$ cat src/include/cpr_map.svh
// Offsets, field positions, encodings and timing counts of the core power/cache register group.
// Assumes inclusion by bare name from the package and the design file.
`ifndef CPR_MAP_SVH
`define CPR_MAP_SVH

// Register selects on the system-register access port
`define CPR_SEL_W         3
`define CPR_SEL_PSEL      3'h0
`define CPR_SEL_PWR       3'h1
`define CPR_SEL_CSSEL     3'h2
`define CPR_SEL_CTYPE     3'h3
`define CPR_SEL_CCSID     3'h4

// Exception levels
`define CPR_EL0           2'h0
`define CPR_EL2           2'h2
`define CPR_EL3           2'h3

// Power control fields
`define CPR_PWR_EV_MSB    9
`define CPR_PWR_EV_LSB    7
`define CPR_PWR_INT_MSB   6
`define CPR_PWR_INT_LSB   4
`define CPR_PWR_PD_BIT    0
`define CPR_DLY_W         3
`define CPR_DLY_OFF       3'h0
`define CPR_PWR_RST       32'h0000_0000

// Cache size select fields
`define CPR_CSS_LVL_MSB   3
`define CPR_CSS_LVL_LSB   1
`define CPR_CSS_IND_BIT   0
`define CPR_CSS_L1        3'h0
`define CPR_CSS_L2        3'h1
`define CPR_CSS_L3        3'h2
`define CPR_CSS_RSVD_MIN  4'h4

// Cache type constant fields
`define CPR_CT_RES1       1'h1
`define CPR_CT_RES0_HI    2'h0
`define CPR_CT_LOG16      4'h4
`define CPR_CT_PIPT       2'h3
`define CPR_CT_RES0_MID   10'h000

// Retention delay in system counter ticks
`define CPR_CNT_W         10
`define CPR_TICKS_1       10'h002
`define CPR_TICKS_2       10'h008
`define CPR_TICKS_3       10'h020
`define CPR_TICKS_4       10'h040
`define CPR_TICKS_5       10'h080
`define CPR_TICKS_6       10'h100
`define CPR_TICKS_7       10'h200
`define CPR_CNT_ONE       10'h001
`define CPR_CNT_ZERO      10'h000

`define CPR_WORD_ZERO     32'h0000_0000
`define CPR_SYNC_W        3

`endif

$ cat src/include/cpr_pkg.sv
// Types of the core power/cache register group: retention states and the state record.
// Assumes cpr_map.svh on the include path.
`include "cpr_map.svh"

package cpr_pkg;

  typedef enum logic [1:0] {
    CPR_RET_IDLE  = 2'b00,
    CPR_RET_COUNT = 2'b01,
    CPR_RET_READY = 2'b11
  } cpr_ret_state_t;

  typedef struct packed {
    logic [31:0]             psel;
    logic [`CPR_DLY_W-1:0]   ev_dly;
    logic [`CPR_DLY_W-1:0]   int_dly;
    logic                    pd_en;
    logic [2:0]              css_lvl;
    logic                    css_ind;
    logic                    ack;
    logic                    deny;
    logic [31:0]             rdata;
    logic [`CPR_SYNC_W-1:0]  tick_sync;
    logic                    tick_lvl;
    logic [`CPR_SYNC_W-1:0]  bmu_sync;
    logic                    bmu_lvl;
    cpr_ret_state_t          ret_state;
    logic [`CPR_CNT_W-1:0]   cnt;
    logic                    wait_prev;
    logic                    pact_ret;
    logic                    pact_pd;
    logic                    ret_acc;
    logic                    ret_ref;
  } cpr_state_t;

endpackage

$ cat src/cpr_sysregs.sv
// Core power control and cache identification system registers with retention timing.
// Assumes a same-clock access port from the core, wait states from core logic, and
// system counter tick and broadcast pin arriving from outside this clock.
//
// Notes on behaviour
// - Private selection: 32 reserved bits, Secure only.
// - Private selection reachable only from highest level.
// - Event-wait delay field, zero disables retention.
// - Interrupt-wait delay field, same encoding, zero disables.
// - Delay codes map to 2 through 512 ticks.
// - Retention ready after ticks; earlier requests refused.
// - Power-down enable requests power-down in interrupt wait.
// - Lower-level writes gated by auxiliary bit 7.
// - Power control RW at privileged levels, not EL0.
// - Cache select level field picks L1 or L2; L3 codes fall in the reserved range.
// - Instruction bit selects instruction or data cache.
// - L2 instruction and codes 0100-1111 are reserved.
// - Missing cache level reads an unknown size value.
// - Cache type read-only, bit31 one, 30:29 zero.
// - Coherence-clean flag is inverse of broadcast pin.
// - Flag zero means clean needed, one means not.
// - Write-back granule reports 16 words.
// - Exclusive granule reports 16 words.
// - Smallest data line reports 16 words.
// - Instruction cache policy reports physically indexed, tagged.
// - Smallest instruction line 16 words; 13:4 zero.
`timescale 1ns/1ps
`default_nettype none
`include "cpr_map.svh"

module cpr_sysregs
  import cpr_pkg::*;
#(
  parameter bit L3_PRESENT = 1'b1
) (
  input  wire logic                   sys_clk_i,
  input  wire logic                   resetn_i,
  input  wire logic                   req_i,
  input  wire logic                   write_i,
  input  wire logic [`CPR_SEL_W-1:0]  sel_i,
  input  wire logic [1:0]             el_i,
  input  wire logic                   ns_i,
  input  wire logic [31:0]            wdata_i,
  input  wire logic                   aux_l2_wr_en_i,
  input  wire logic                   aux_l3_wr_en_i,
  input  wire logic [31:0]            ccsid_data_i,
  input  wire logic                   wfi_state_i,
  input  wire logic                   wfe_state_i,
  input  wire logic                   sys_tick_i,
  input  wire logic                   ret_req_i,
  input  wire logic                   bcast_maint_pin_i,
  output logic                        ack_o,
  output logic                        deny_o,
  output logic [31:0]                 rdata_o,
  output logic                        pactive_ret_o,
  output logic                        pactive_pd_o,
  output logic                        ret_accept_o,
  output logic                        ret_refuse_o
);

  if ($bits(ccsid_data_i) != 32) begin : g_bad_width
    $error("cache size word must be 32 bits");
  end

  cpr_state_t s_reg;
  cpr_state_t s_next;

  function automatic logic [`CPR_CNT_W-1:0] dly_ticks(input logic [`CPR_DLY_W-1:0] code);
    logic [`CPR_CNT_W-1:0] t;
    t = `CPR_CNT_ZERO;
    unique case (code)
      3'h1:    t = `CPR_TICKS_1;
      3'h2:    t = `CPR_TICKS_2;
      3'h3:    t = `CPR_TICKS_3;
      3'h4:    t = `CPR_TICKS_4;
      3'h5:    t = `CPR_TICKS_5;
      3'h6:    t = `CPR_TICKS_6;
      3'h7:    t = `CPR_TICKS_7;
      default: t = `CPR_CNT_ZERO;
    endcase
    return t;
  endfunction

  logic                   wait_now;
  logic                   wait_entry;
  logic                   tick_evt;
  logic                   tick_lvl_n;
  logic                   bmu_lvl_n;
  logic [`CPR_DLY_W-1:0]  cur_dly;
  logic [`CPR_CNT_W-1:0]  target;
  logic                   rd_ok;
  logic                   wr_ok;
  logic                   css_rsvd;
  logic                   lvl_present;
  logic [31:0]            ctype_word;
  logic [31:0]            pwr_word;
  logic [31:0]            css_word;
  logic [31:0]            rd_word;

  always_comb begin
    s_next = s_reg;

    // Change is taken only once second and third stages agree
    s_next.tick_sync = {s_reg.tick_sync[1:0], sys_tick_i};
    s_next.bmu_sync  = {s_reg.bmu_sync[1:0], bcast_maint_pin_i};
    tick_lvl_n = (s_reg.tick_sync[1] == s_reg.tick_sync[2]) ? s_reg.tick_sync[2] : s_reg.tick_lvl;
    bmu_lvl_n  = (s_reg.bmu_sync[1] == s_reg.bmu_sync[2]) ? s_reg.bmu_sync[2] : s_reg.bmu_lvl;
    s_next.tick_lvl = tick_lvl_n;
    s_next.bmu_lvl  = bmu_lvl_n;
    tick_evt = tick_lvl_n & ~s_reg.tick_lvl;

    ctype_word = {`CPR_CT_RES1, `CPR_CT_RES0_HI,
                  ~s_reg.bmu_lvl,
                  `CPR_CT_LOG16,
                  `CPR_CT_LOG16,
                  `CPR_CT_LOG16,
                  `CPR_CT_PIPT,
                  `CPR_CT_RES0_MID, `CPR_CT_LOG16};

    pwr_word = `CPR_WORD_ZERO;
    pwr_word[`CPR_PWR_EV_MSB:`CPR_PWR_EV_LSB]   = s_reg.ev_dly;
    pwr_word[`CPR_PWR_INT_MSB:`CPR_PWR_INT_LSB] = s_reg.int_dly;
    pwr_word[`CPR_PWR_PD_BIT]                   = s_reg.pd_en;
    css_word = `CPR_WORD_ZERO;
    css_word[`CPR_CSS_LVL_MSB:`CPR_CSS_LVL_LSB] = s_reg.css_lvl;
    css_word[`CPR_CSS_IND_BIT]                  = s_reg.css_ind;

    css_rsvd = ({wdata_i[`CPR_CSS_LVL_MSB:`CPR_CSS_LVL_LSB], wdata_i[`CPR_CSS_IND_BIT]}
                >= `CPR_CSS_RSVD_MIN)
               || (wdata_i[`CPR_CSS_LVL_MSB:`CPR_CSS_LVL_LSB] == `CPR_CSS_L2
                   && wdata_i[`CPR_CSS_IND_BIT]);
    lvl_present = (s_reg.css_lvl == `CPR_CSS_L1) || (s_reg.css_lvl == `CPR_CSS_L2)
                  || ((s_reg.css_lvl == `CPR_CSS_L3) && L3_PRESENT);

    rd_ok = 1'b0;
    wr_ok = 1'b0;
    rd_word = `CPR_WORD_ZERO;
    unique case (sel_i)
      `CPR_SEL_PSEL: begin
        rd_ok = (el_i == `CPR_EL3) && !ns_i;
        wr_ok = rd_ok;
        rd_word = s_reg.psel;
      end
      `CPR_SEL_PWR: begin
        rd_ok = (el_i != `CPR_EL0);
        if (el_i == `CPR_EL3) begin
          wr_ok = 1'b1;
        end else if (el_i == `CPR_EL2) begin
          wr_ok = aux_l3_wr_en_i;
        end else begin
          wr_ok = rd_ok && aux_l3_wr_en_i && (aux_l2_wr_en_i || !ns_i);
        end
        rd_word = pwr_word;
      end
      `CPR_SEL_CSSEL: begin
        rd_ok = (el_i != `CPR_EL0);
        wr_ok = rd_ok;
        rd_word = css_word;
      end
      `CPR_SEL_CTYPE: begin
        rd_ok = 1'b1;
        rd_word = ctype_word;
      end
      `CPR_SEL_CCSID: begin
        rd_ok = (el_i != `CPR_EL0);
        // Unknown value for a missing level is returned as zero
        rd_word = lvl_present ? ccsid_data_i : `CPR_WORD_ZERO;
      end
      default: begin
        rd_ok = 1'b0;
      end
    endcase

    s_next.ack  = req_i;
    s_next.deny = req_i && (write_i ? !wr_ok : !rd_ok);
    s_next.rdata = (req_i && !write_i && rd_ok) ? rd_word : `CPR_WORD_ZERO;
    if (req_i && write_i && wr_ok) begin
      unique case (sel_i)
        `CPR_SEL_PSEL: begin
          s_next.psel = wdata_i;
        end
        `CPR_SEL_PWR: begin
          s_next.ev_dly  = wdata_i[`CPR_PWR_EV_MSB:`CPR_PWR_EV_LSB];
          s_next.int_dly = wdata_i[`CPR_PWR_INT_MSB:`CPR_PWR_INT_LSB];
          s_next.pd_en   = wdata_i[`CPR_PWR_PD_BIT];
        end
        `CPR_SEL_CSSEL: begin
          // Reserved combinations leave the selection as it was
          if (!css_rsvd) begin
            s_next.css_lvl = wdata_i[`CPR_CSS_LVL_MSB:`CPR_CSS_LVL_LSB];
            s_next.css_ind = wdata_i[`CPR_CSS_IND_BIT];
          end
        end
        default: begin
          s_next.psel = s_reg.psel;
        end
      endcase
    end

    // Retention timing; interrupt wait takes the interrupt-wait field
    wait_now   = wfi_state_i | wfe_state_i;
    wait_entry = wait_now & ~s_reg.wait_prev;
    cur_dly    = wfi_state_i ? s_reg.int_dly : s_reg.ev_dly;
    target     = dly_ticks(cur_dly);
    s_next.wait_prev = wait_now;
    unique case (s_reg.ret_state)
      CPR_RET_IDLE: begin
        if (wait_entry && cur_dly != `CPR_DLY_OFF) begin
          s_next.ret_state = CPR_RET_COUNT;
          s_next.cnt = `CPR_CNT_ZERO;
        end
      end
      CPR_RET_COUNT: begin
        if (!wait_now || cur_dly == `CPR_DLY_OFF) begin
          s_next.ret_state = CPR_RET_IDLE;
          s_next.cnt = `CPR_CNT_ZERO;
        end else if (tick_evt) begin
          s_next.cnt = s_reg.cnt + `CPR_CNT_ONE;
          if ((s_reg.cnt + `CPR_CNT_ONE) >= target) begin
            s_next.ret_state = CPR_RET_READY;
          end
        end
      end
      CPR_RET_READY: begin
        if (!wait_now) begin
          s_next.ret_state = CPR_RET_IDLE;
          s_next.cnt = `CPR_CNT_ZERO;
        end
      end
      default: begin
        s_next.ret_state = CPR_RET_IDLE;
      end
    endcase
    s_next.pact_ret = (s_next.ret_state == CPR_RET_READY);
    s_next.ret_acc  = ret_req_i && (s_reg.ret_state == CPR_RET_READY);
    s_next.ret_ref  = ret_req_i && (s_reg.ret_state != CPR_RET_READY);
    s_next.pact_pd  = s_next.pd_en && wfi_state_i;
  end

  always_ff @(posedge sys_clk_i) begin
    if (!resetn_i) begin
      s_reg <= '0;
      s_reg.ret_state <= CPR_RET_IDLE;
    end else begin
      s_reg <= s_next;
    end
  end

  assign ack_o         = s_reg.ack;
  assign deny_o        = s_reg.deny;
  assign rdata_o       = s_reg.rdata;
  assign pactive_ret_o = s_reg.pact_ret;
  assign pactive_pd_o  = s_reg.pact_pd;
  assign ret_accept_o  = s_reg.ret_acc;
  assign ret_refuse_o  = s_reg.ret_ref;
endmodule

`default_nettype wire

$ cat config.mk
export PLATFORM = sky130hd
export DESIGN_NAME = cpr_sysregs
export DESIGN_NICKNAME = d
export VERILOG_FILES = /design/src/include/cpr_pkg.sv /design/src/cpr_sysregs.sv
export VERILOG_INCLUDE_DIRS = /design/src /design/src/include
export SDC_FILE = /design/constraint.sdc
export NUM_CORES = 1
export LEC_CHECK = 0
export BUFFER_PORTS_ARGS = -buffer_cell sky130_fd_sc_hd__buf_4
export CAP_MARGIN = 20
export CORE_UTILIZATION = 57
export DETAILED_ROUTE_END_ITERATION = 7
export GPL_TIMING_DRIVEN = 0
export HOLD_SLACK_MARGIN = 0.15
export PLACE_DENSITY = 0.92
export SLEW_MARGIN = 20
export SYNTH_ARGS = -nofsm -noshare
export SYNTH_HDL_FRONTEND = slang
export SYNTH_SLANG_ARGS = --single-unit
$ cat constraint.sdc
create_clock -name sys_clk_i -period 5.52 [get_ports sys_clk_i]
set_clock_uncertainty 0.05 [all_clocks]
set_input_delay 0.828 -clock sys_clk_i [delete_from_list [all_inputs] [get_ports sys_clk_i]]
set_output_delay 0.828 -clock sys_clk_i [all_outputs]
set_load 0.01 [all_outputs]
==> reports/qor.txt, run 1 <==
fraction of layout cells with a size suffix above 1 -> 28.7%
Static Leak -> 2.46 nW
H-tree depth -> 3
NumNets Final -> 732
Synth async-reset ratio -> 0%
CP max FO -> 10
Top Ports -> 119
row count -> 32
MaxCap Viol Count -> 0
initial core utilization -> 59.1%
DR pass1 iterations -> 5
Die Wd -> 91.8 um
fin area -> 5780 um^2
routed via count -> 4091
DRT antenna net count -> 0
Post-Route Setup TNS -> 0 ps
Avg Cell Area, Syn -> 8.90 um^2
core footprint -> 7770 um^2
largest net degree at the start of global routing -> 18
Synth area leaders -> dfxtp_1, mux2i_1, nand2_1
arrival time at the worst endpoint -> 3440 ps
max reg flops -> 49
# DRC -> 0
Hold Violations, Final -> 0
RePlAce Congestion -> 0.857
Port-buffer cells -> 116
area grow syn2layout -> 25.9%
CTS tree -> done
synthesized area -> 4590 um^2
Post-CTS Hold Buffers -> 0
post_cts resized -> 0
Tightest Pin Transition -> 805 ps
clock latency on the worst-skew pair -> 360 ps
clock sink total -> 102
detailed-route wire length per cell -> 15.2 um
first-pass GRT wire length -> 18.4 mm
Peak Freq -> 0.314 GHz
fin crit share -> 57.8%
CP Launch Type -> primary input
crit path time final -> 3190 ps
# diodes -> 0
kind of critical path -> in2reg
final wirelength -> 11.4 mm
result of the run -> finished, final reports clean
Via density -> 5.45
cell taking the most area after synthesis -> dfxtp_1
Initial DRC Count -> 196
Non-Filler Instances -> 750
residual overflow from global routing -> 0
full die area -> 8420 um^2
PD cells -> 228 nW/um^2
clock-pin slew on the worst setup and hold paths -> 100 ps
setup bufs post-CTS -> 0
Setup crit end kind -> flip-flop
synth warn -> 0
slew margin rel. -> 45.9%
syn_nets -> 605
Worst Path Required -> 5770 ps
type of the tightest min-delay check -> reg2reg
Total Power -> 1.32 mW
gr usage total -> 27.6%
root buffer cell -> clkbuf_8
vias in the first global route -> 3912
Fillers -> 522
Die Y -> 91.8 um
TritonCTS buffer count -> 9
Post-DP Area -> 5590 um^2
DP HPWL -> 8.68 mm
Final Max Tran Viols -> 0
final setup vio count -> 0
#FFs+latches synth -> 102
worst-case clock buffer depth -> 2
EDFF count, synth -> 0
Seq/Total Area, Yosys -> 44.5%
Gate Count Post-Synth -> 516
Top FF cell, synth -> dfxtp_1
Unique masters post-synth -> 48
# placed instances -> 734
Synth top area share -> 44.5%
RSZ-0062 raised after global routing -> no
antenna violations before repair -> 0
peak supply drop -> 164 uV
==> critical path, stage by stage <==
cell and delay [ps]:
clkbuf_1 270, clkbuf_1 360, mux2i_1 420, nor2_1 110, ha_1 290, nand2_1 50
a41oi_1 230, nor4b_1 90, o311ai_0 510, o2111a_1 280
==> routing by layer <==
| layer | wire [um] | vias to the layer above | GRT usage [%] | part of all wire, % |
|---|---|---|---|---|
| met5 | 0 | - | 0 | 0 |
| met4 | 214 | 0 | 10.8 | 1.9 |
| met3 | 813 | 20 | 4.31 | 7.1 |
| met2 | 5620 | 175 | 48.8 | 49 |
| met1 | 4780 | 1897 | 33.7 | 42 |
| li1 | - | 1999 | - | - |
==> path summary, 6_finish.rpt <==
path	start	end	slack, ps	depth (start not counted)
hold / removal	s_next[23]$_SDFF_PN0_	s_next[24]$_SDFF_PN0_	390	1
hold reg to reg	s_next[23]$_SDFF_PN0_	s_next[24]$_SDFF_PN0_	390	1
setup reg to reg	s_reg[7]$_SDFFE_PN0P_	pactive_ret_o$_SDFF_PN0_	3070	8
setup / recovery	wfi_state_i	pactive_ret_o$_SDFF_PN0_	2330	10
==> cell type report <==
cell class	instances	area, um^2	area share, %
Buffer	61	369	6.38
Clock buffer	11	151	2.62
Clock inverter	5	41.3	0.714
Inverter	6	22.5	0.389
Multi-Input combinational cell	347	2160	37.3
Sequential cell	102	2040	35.3
Tap cell	102	128	2.21
Timing Repair Buffer	116	871	15.1
==> kinds of logic (layout without fill, tap and decap cells) <==
logic type,count (synthesis),after routing,share of synthesized area (%)
AO/OA/AOI/OAI,80,80,12.4
XOR/XNOR,6,6,1.14
adder cells (fa/ha/maj),8,8,2.18
buffers and inverters,67,199,8.53
flip-flops,102,102,44.5
multiplexers,53,53,11.8
AND/OR/NAND/NOR,200,200,19.5
==> report_power, final <==
part	internal, mW	switching [mW]
registers	0.741	0.00287
clock network	0.192	0.262
logic	0.0599	0.0592
==> cell usage after synthesis (all sizes together), types with 3 or more instances <==
cell type	instances
nor3	8
xnor2	4
ha	8
nand2b	6
a22oi	21
clkbuf	19
a32o	5
a21oi	13
o2bb2ai	3
dfxtp	102
nand3b	6
nand3	9
mux2	8
nand2	100
and2	8
a21o	3
buf	42
nor2b	11
inv	6
mux2i	45
nor2	42
a211oi	3
o21ai	12
and3	5
a31oi	6
==> per-stage QoR <==
step	worst slack [ps]	utilization, %	hold WS, ps
6_report	2330	74.5	391
5_1_grt	2210	74.5	408
4_1_cts	2390	74.5	394
3_5_place_dp	2010	72.0	370
3_3_place_gp	2180	72.0	365
2_1_floorplan	2560	-	362
==> cell usage in the layout, fill, tap and decap left out, types with 3 or more instances in the layout <==
cell,instances
nand2_1,100
o21ai_0,12
a31oi_1,6
nand3_1,8
a21o_1,3
a21oi_1,12
clkbuf_1,19
ha_1,8
clkbuf_8,11
and3_1,5
buf_4,152
nor2b_1,11
a32o_1,5
nor3_1,8
xnor2_1,4
dfxtp_1,102
a22oi_1,21
o2bb2ai_1,3
mux2_2,8
and2_1,8
mux2i_1,45
nand2b_1,6
buf_2,4
nand3b_1,6
inv_1,5
nor2_1,42
Power figures use the tool's default switching activity.
==> run 2, diff against run 1 <==
--- a/config.mk
+++ b/config.mk
@@ -8,11 +8,11 @@
 export LEC_CHECK = 0
 export BUFFER_PORTS_ARGS = -buffer_cell sky130_fd_sc_hd__buf_4
 export CAP_MARGIN = 20
-export CORE_UTILIZATION = 57
+export CORE_UTILIZATION = 53
 export DETAILED_ROUTE_END_ITERATION = 7
 export GPL_TIMING_DRIVEN = 0
 export HOLD_SLACK_MARGIN = 0.15
-export PLACE_DENSITY = 0.92
+export PLACE_DENSITY = 0.87
 export SLEW_MARGIN = 20
 export SYNTH_ARGS = -nofsm -noshare
 export SYNTH_HDL_FRONTEND = slang
==> constraint.sdc (replaced) <==
create_clock -name sys_clk_i -period 3.1 [get_ports sys_clk_i]
set_clock_uncertainty 0.05 [all_clocks]
set_input_delay 0.465 -clock sys_clk_i [delete_from_list [all_inputs] [get_ports sys_clk_i]]
set_output_delay 0.465 -clock sys_clk_i [all_outputs]
set_load 0.01 [all_outputs]
==> run 2 against run 1 <==
Net effect:
- final cell count increased by 0.40%
- sequential share of layout area fell by 0.16 points
- sequential power increased by 79%
- critical path depth unchanged
- combinational power increased by 79%
- utilization is 4.5 points lower
- worst setup slack got worse by 1900 ps
==> reports/qor.txt, run 2 (synthesis gave the netlist of run 1 again) <==
result of the run -> finished, final reports clean (unchanged)
antenna violations before repair -> 0 (unchanged)
clock sink total -> 102 (unchanged)
max reg flops -> 49 (unchanged)
Non-Filler Instances -> 753 (was 750)
CP dominant cell by count -> clkbuf_1 (unchanged)
commonest non-fill, non-tap cells in the layout -> buf_4, dfxtp_1, nand2_1, mux2i_1, nor2_1 (unchanged)
setup bufs post-CTS -> 0 (unchanged)
final setup vio count -> 0 (unchanged)
full die area -> 9040 um^2 (was 8420 um^2)
Top Ports -> 119 (unchanged)
Final Max Tran Viols -> 0 (unchanged)
Setup crit end kind -> flip-flop (unchanged)
Peak Freq -> 0.372 GHz
peak supply drop -> 271 uV (was 164 uV)
fin crit share -> 86.6%
buffers and inverters on the worst path -> 2 (unchanged)
routed via count -> 4143 (was 4091)
row count -> 33 (was 32)
worst-case clock buffer depth -> 2 (unchanged)
post_cts resized -> 0 (unchanged)
first-pass GRT wire length -> 18.4 mm (about the same)
Static Leak -> 2.47 nW (was 2.46 nW)
PD cells -> 417 nW/um^2 (was 228 nW/um^2)
CTS tree -> done (unchanged)
Slowest-stage cell, CP -> o311ai_0 (unchanged)
area grow syn2layout -> 26.5% (was 25.9%)
DP HPWL -> 8.91 mm (was 8.68 mm)
clock-pin slew on the worst setup and hold paths -> 100 ps (about the same)
initial core utilization -> 55.3% (was 59.1%)
kind of critical path -> in2reg (unchanged)
Post-Route Setup TNS -> 0 ps (unchanged)
detailed-route wire length per cell -> 15.5 um (was 15.2 um)
Tightest Pin Transition -> 778 ps (was 805 ps)
largest net degree at the start of global routing -> 20 (was 18)
Top Family by Delay on Critical Path -> compound AO/OA/AOI/OAI gates (unchanged)
final wirelength -> 11.7 mm (was 11.4 mm)
DR pass1 iterations -> 5 (unchanged)
# diodes -> 0 (unchanged)
arrival time at the worst endpoint -> 2950 ps (was 3440 ps)
Hold Violations, Final -> 0 (unchanged)
Port-buffer cells -> 116 (unchanged)
TritonCTS buffer count -> 9 (unchanged)
RePlAce Congestion -> 0.846 (was 0.857)
NumNets Final -> 732 (unchanged)
Post-DP Area -> 5600 um^2 (was 5590 um^2)
Die Wd -> 95.1 um (was 91.8 um)
largest stage delay on the critical path -> 470 ps (was 510 ps)
# DRC -> 0 (unchanged)
Initial DRC Count -> 229 (was 196)
MaxCap Viol Count -> 0 (unchanged)
setup ws final -> 414 ps (was 2330 ps)
Post-CTS Hold Buffers -> 0 (unchanged)
Via density -> 5.50 (was 5.45)
Die Y -> 95.1 um (was 91.8 um)
post-place setup slack -> 44.8 ps (was 2010 ps)
DRT antenna net count -> 0 (unchanged)
fraction of layout cells with a size suffix above 1 -> 28.7% (unchanged)
clock latency on the worst-skew pair -> 370 ps (was 360 ps)
CP Launch Type -> primary input (unchanged)
Crit. path cell count -> 10 (unchanged)
crit path time final -> 2690 ps
WHS Path Cells -> 2 (was 1)
core footprint -> 8300 um^2 (was 7770 um^2)
Worst Path Required -> 3370 ps (was 5770 ps)
final core occ -> 70.0% (was 74.5%)
CP max FO -> 10 (unchanged)
commonest non-fill, non-tap cell in the layout -> buf_4 (unchanged)
fin area -> 5810 um^2 (was 5780 um^2)
vias in the first global route -> 4019 (was 3912)
# placed instances -> 737 (was 734)
reg2reg path depth -> 8 (unchanged)
H-tree depth -> 3 (unchanged)
type of the tightest min-delay check -> in2reg (was reg2reg)
critical path, cell by cell -> clkbuf_1, clkbuf_1, mux2i_1, nor2_1, ha_1, nand2_1, a41oi_1, nor4b_1, o311ai_0, o2111a_1 (unchanged)
slew margin rel. -> 47.7% (was 45.9%)
root buffer cell -> clkbuf_8 (unchanged)
gr usage total -> 26.4% (was 27.6%)
RSZ-0062 raised after global routing -> no (unchanged)
residual overflow from global routing -> 0 (unchanged)
[run 2: changes by cell type in the layout (fill, tap and decap cells not counted)]
cell and change:
clkinv_2 +1, clkinvlp_4 -2, clkinv_8 +1, inv_8 +2
clkinv_4 -1, clkbuf_8 -2, bufinv_16 +1
[run 2: routing by layer]
layer	wire length (um)	track usage [%]
met4	280	12.5
met2	5730	45.1
met5	0	0
met3	897	6.70
met1	4790	30.8
[run 2: final cells by class]
cell class | count | area, um^2
Timing Repair Buffer | 116 | 871
Tap cell | 105 | 131
Inverter | 6 | 22.5
Multi-Input combinational cell | 347 | 2160
Clock inverter | 7 | 91.3
Fill cell | 643 | 2490
Clock buffer | 9 | 124
Sequential cell | 102 | 2040
Buffer | 61 | 369
[run 2: worst paths after layout]
check	start	to	slack, ps
worst min-delay path	write_i	deny_o$_SDFF_PN0_	240
worst min register to register	s_next[23]$_SDFF_PN0_	s_next[24]$_SDFF_PN0_	390
worst max-delay path	wfi_state_i	s_reg[16]$_SDFF_PN0_	410
worst max register to register	s_reg[7]$_SDFFE_PN0P_	s_reg[16]$_SDFF_PN0_	700
[run 2: stage by stage]
step                hold slack [ps]  power (mW)
global route                    227        2.51
finish                          243        2.42
floorplan                       362        1.45
global placement                366        1.56
detailed placement              374        1.57
CTS                             233        2.43
[run 2: power breakdown]
part           internal, mW  switching, mW  leakage, nW
Clock                 0.394          0.491        0.110
Combinational         0.107          0.106         1.54
Sequential             1.32        0.00550        0.824
Total                  1.82          0.603         2.47
[run 2: worst reg2reg max path: cells and delay by family, from the launching register on]
| kind | cells | cell delay [ps] |
|---|---|---|
| fa+ha+maj | 1 | 310 |
| compound gates | 2 | 780 |
| simple gates | 4 | 620 |
| xor+xnor | 1 | 170 |
| flops | 1 | 410 |
==> run 3, diff against run 2 <==
--- a/config.mk
+++ b/config.mk
@@ -13,6 +13,7 @@
 export GPL_TIMING_DRIVEN = 0
 export HOLD_SLACK_MARGIN = 0.15
 export PLACE_DENSITY = 0.87
+export RECOVER_POWER = 100
 export SLEW_MARGIN = 20
 export SYNTH_ARGS = -nofsm -noshare
 export SYNTH_HDL_FRONTEND = slang
==> run 3 against run 2 <==
Net effect:
- sequential power hardly changed
- register-to-register slack lost 20 ps
- global-route usage unchanged
- hold slack got worse by 10 ps
- clock power up 0.7%
- die area is the same
- critical path type unchanged
==> reports/qor.txt, run 3 (synthesis gave the netlist of run 1 again) <==
root buffer cell -> clkbuf_8 (unchanged)
commonest non-fill, non-tap cells in the layout -> buf_4, dfxtp_1, nand2_1, clkbuf_1, mux2i_1 (was buf_4, dfxtp_1, nand2_1, mux2i_1, nor2_1)
clock sink total -> 102 (unchanged)
Peak Freq -> 0.373 GHz (was 0.372 GHz)
clock latency on the worst-skew pair -> 380 ps (was 370 ps)
residual overflow from global routing -> 0 (unchanged)
Die Y -> 95.1 um (unchanged)
result of the run -> finished, final reports clean (unchanged)
NumNets Final -> 732 (unchanged)
critical path, cell by cell -> clkbuf_1, clkbuf_1, mux2i_1, nor2_1, ha_1, nand2_1, a41oi_1, nor4b_1, o311ai_0, o2111a_1 (unchanged)
WHS -> 232 ps (was 243 ps)
area grow syn2layout -> 22.6% (was 26.5%)
setup ws final -> 420 ps (was 414 ps)
largest net degree at the start of global routing -> 20 (unchanged)
max reg flops -> 49 (unchanged)
Via density -> 5.48 (was 5.50)
row count -> 33 (unchanged)
DP HPWL -> 8.91 mm (unchanged)
core footprint -> 8300 um^2 (unchanged)
buffers and inverters on the worst path -> 2 (unchanged)
largest stage delay on the critical path -> 470 ps (about the same)
detailed-route wire length per cell -> 15.6 um (was 15.5 um)
setup bufs post-CTS -> 0 (unchanged)
type of the tightest min-delay check -> in2reg (unchanged)
TritonCTS buffer count -> 9 (unchanged)
Setup crit end kind -> flip-flop (unchanged)
H-tree depth -> 3 (unchanged)
fin crit share -> 86.4% (was 86.6%)
antenna violations before repair -> 0 (unchanged)
Worst Path Required -> 3370 ps (about the same)
first-pass GRT wire length -> 18.4 mm (unchanged)
gr usage total -> 26.4% (unchanged)
post_cts resized -> 0 (unchanged)
kind of critical path -> in2reg (unchanged)
Port-buffer cells -> 116 (unchanged)
final wirelength -> 11.8 mm (was 11.7 mm)
Die Wd -> 95.1 um (unchanged)
# DRC -> 0 (unchanged)
slew margin rel. -> 45.8% (was 47.7%)
MaxCap Viol Count -> 0 (unchanged)
arrival time at the worst endpoint -> 2950 ps (about the same)
final core occ -> 67.8% (was 70.0%)
CP max FO -> 10 (unchanged)
final setup vio count -> 0 (unchanged)
Initial DRC Count -> 178 (was 229)
Top Ports -> 119 (unchanged)
Post-Route Setup TNS -> 0 ps (unchanged)
full die area -> 9040 um^2 (unchanged)
CTS tree -> done (unchanged)
routed via count -> 4126 (was 4143)
Fillers -> 707 (was 643)
fraction of layout cells with a size suffix above 1 -> 21.0% (was 28.7%)
# diodes -> 0 (unchanged)
area of the multi-input gates -> 2150 um^2 (was 2160 um^2)
register area -> 2040 um^2 (unchanged)
Post-CTS Hold Buffers -> 0 (unchanged)
CP Launch Type -> primary input (unchanged)
Slowest-stage cell, CP -> o311ai_0 (unchanged)
commonest non-fill, non-tap cell in the layout -> buf_4 (unchanged)
Final Max Tran Viols -> 0 (unchanged)
PD cells -> 430 nW/um^2 (was 417 nW/um^2)
peak supply drop -> 271 uV (about the same)
Tightest Pin Transition -> 814 ps (was 778 ps)
initial core utilization -> 55.3% (unchanged)
RePlAce Congestion -> 0.846 (unchanged)
Static Leak -> 2.28 nW (was 2.47 nW)
Hold Violations, Final -> 0 (unchanged)
RSZ-0062 raised after global routing -> no (unchanged)
vias in the first global route -> 4019 (unchanged)
DR pass1 iterations -> 5 (unchanged)
DRT antenna net count -> 0 (unchanged)
crit path time final -> 2680 ps (was 2690 ps)
CP dominant cell by count -> clkbuf_1 (unchanged)
Top Family by Delay on Critical Path -> compound AO/OA/AOI/OAI gates (unchanged)
post-place setup slack -> 44.8 ps (unchanged)
clock-pin slew on the worst setup and hold paths -> 100 ps (about the same)
worst-case clock buffer depth -> 2 (unchanged)
==> run 3: report_power, final <==
group / switching (mW) / leakage [nW] / total, mW / internal, mW
registers: 0.00543 / 0.824 / 1.33 / 1.32
clock network: 0.498 / 0.110 / 0.891 / 0.394
logic: 0.105 / 1.34 / 0.206 / 0.101
==> run 3: path summary, 6_finish.rpt <==
| kind | startpoint | endpoint | slack (ps) | cells after the start |
|---|---|---|---|---|
| setup / recovery | wfi_state_i | s_reg[16]$_SDFF_PN0_ | 420 | 10 |
| hold / removal | write_i | deny_o$_SDFF_PN0_ | 230 | 2 |
| setup reg to reg | s_reg[7]$_SDFFE_PN0P_ | s_reg[16]$_SDFF_PN0_ | 680 | 8 |
| hold reg to reg | s_next[23]$_SDFF_PN0_ | s_next[24]$_SDFF_PN0_ | 390 | 1 |
==> run 3: stage by stage <==
step / instance area [um^2] / std cells / power [mW]
floorplan: 4590 / 516 / 1.45
global placement: 5600 / 737 / 1.56
detailed placement: 5600 / 737 / 1.57
CTS: 5810 / 753 / 2.43
global route: 5630 / 753 / 2.50
finish: 5630 / 753 / 2.42
==> run 3: area by class of cell <==
| class | count | area share (%) |
|---|---|---|
| well taps | 105 | 2.33 |
| clock inverters | 7 | 1.62 |
| plain buffers | 61 | 6.24 |
| clock buffers | 9 | 2.20 |
| repair buffers | 116 | 12.8 |
| inverters | 6 | 0.400 |
| multi-input cells | 347 | 38.1 |
| flip-flops and latches | 102 | 36.3 |
==> run 3: metal layers <==
layer	vias to the layer above	global-route usage [%]	part of all wire [%]
met5	-	0	0
met4	0	12.5	2.8
met3	30	6.70	7.9
met2	174	45.1	48
met1	1924	30.8	41
li1	1998	-	-
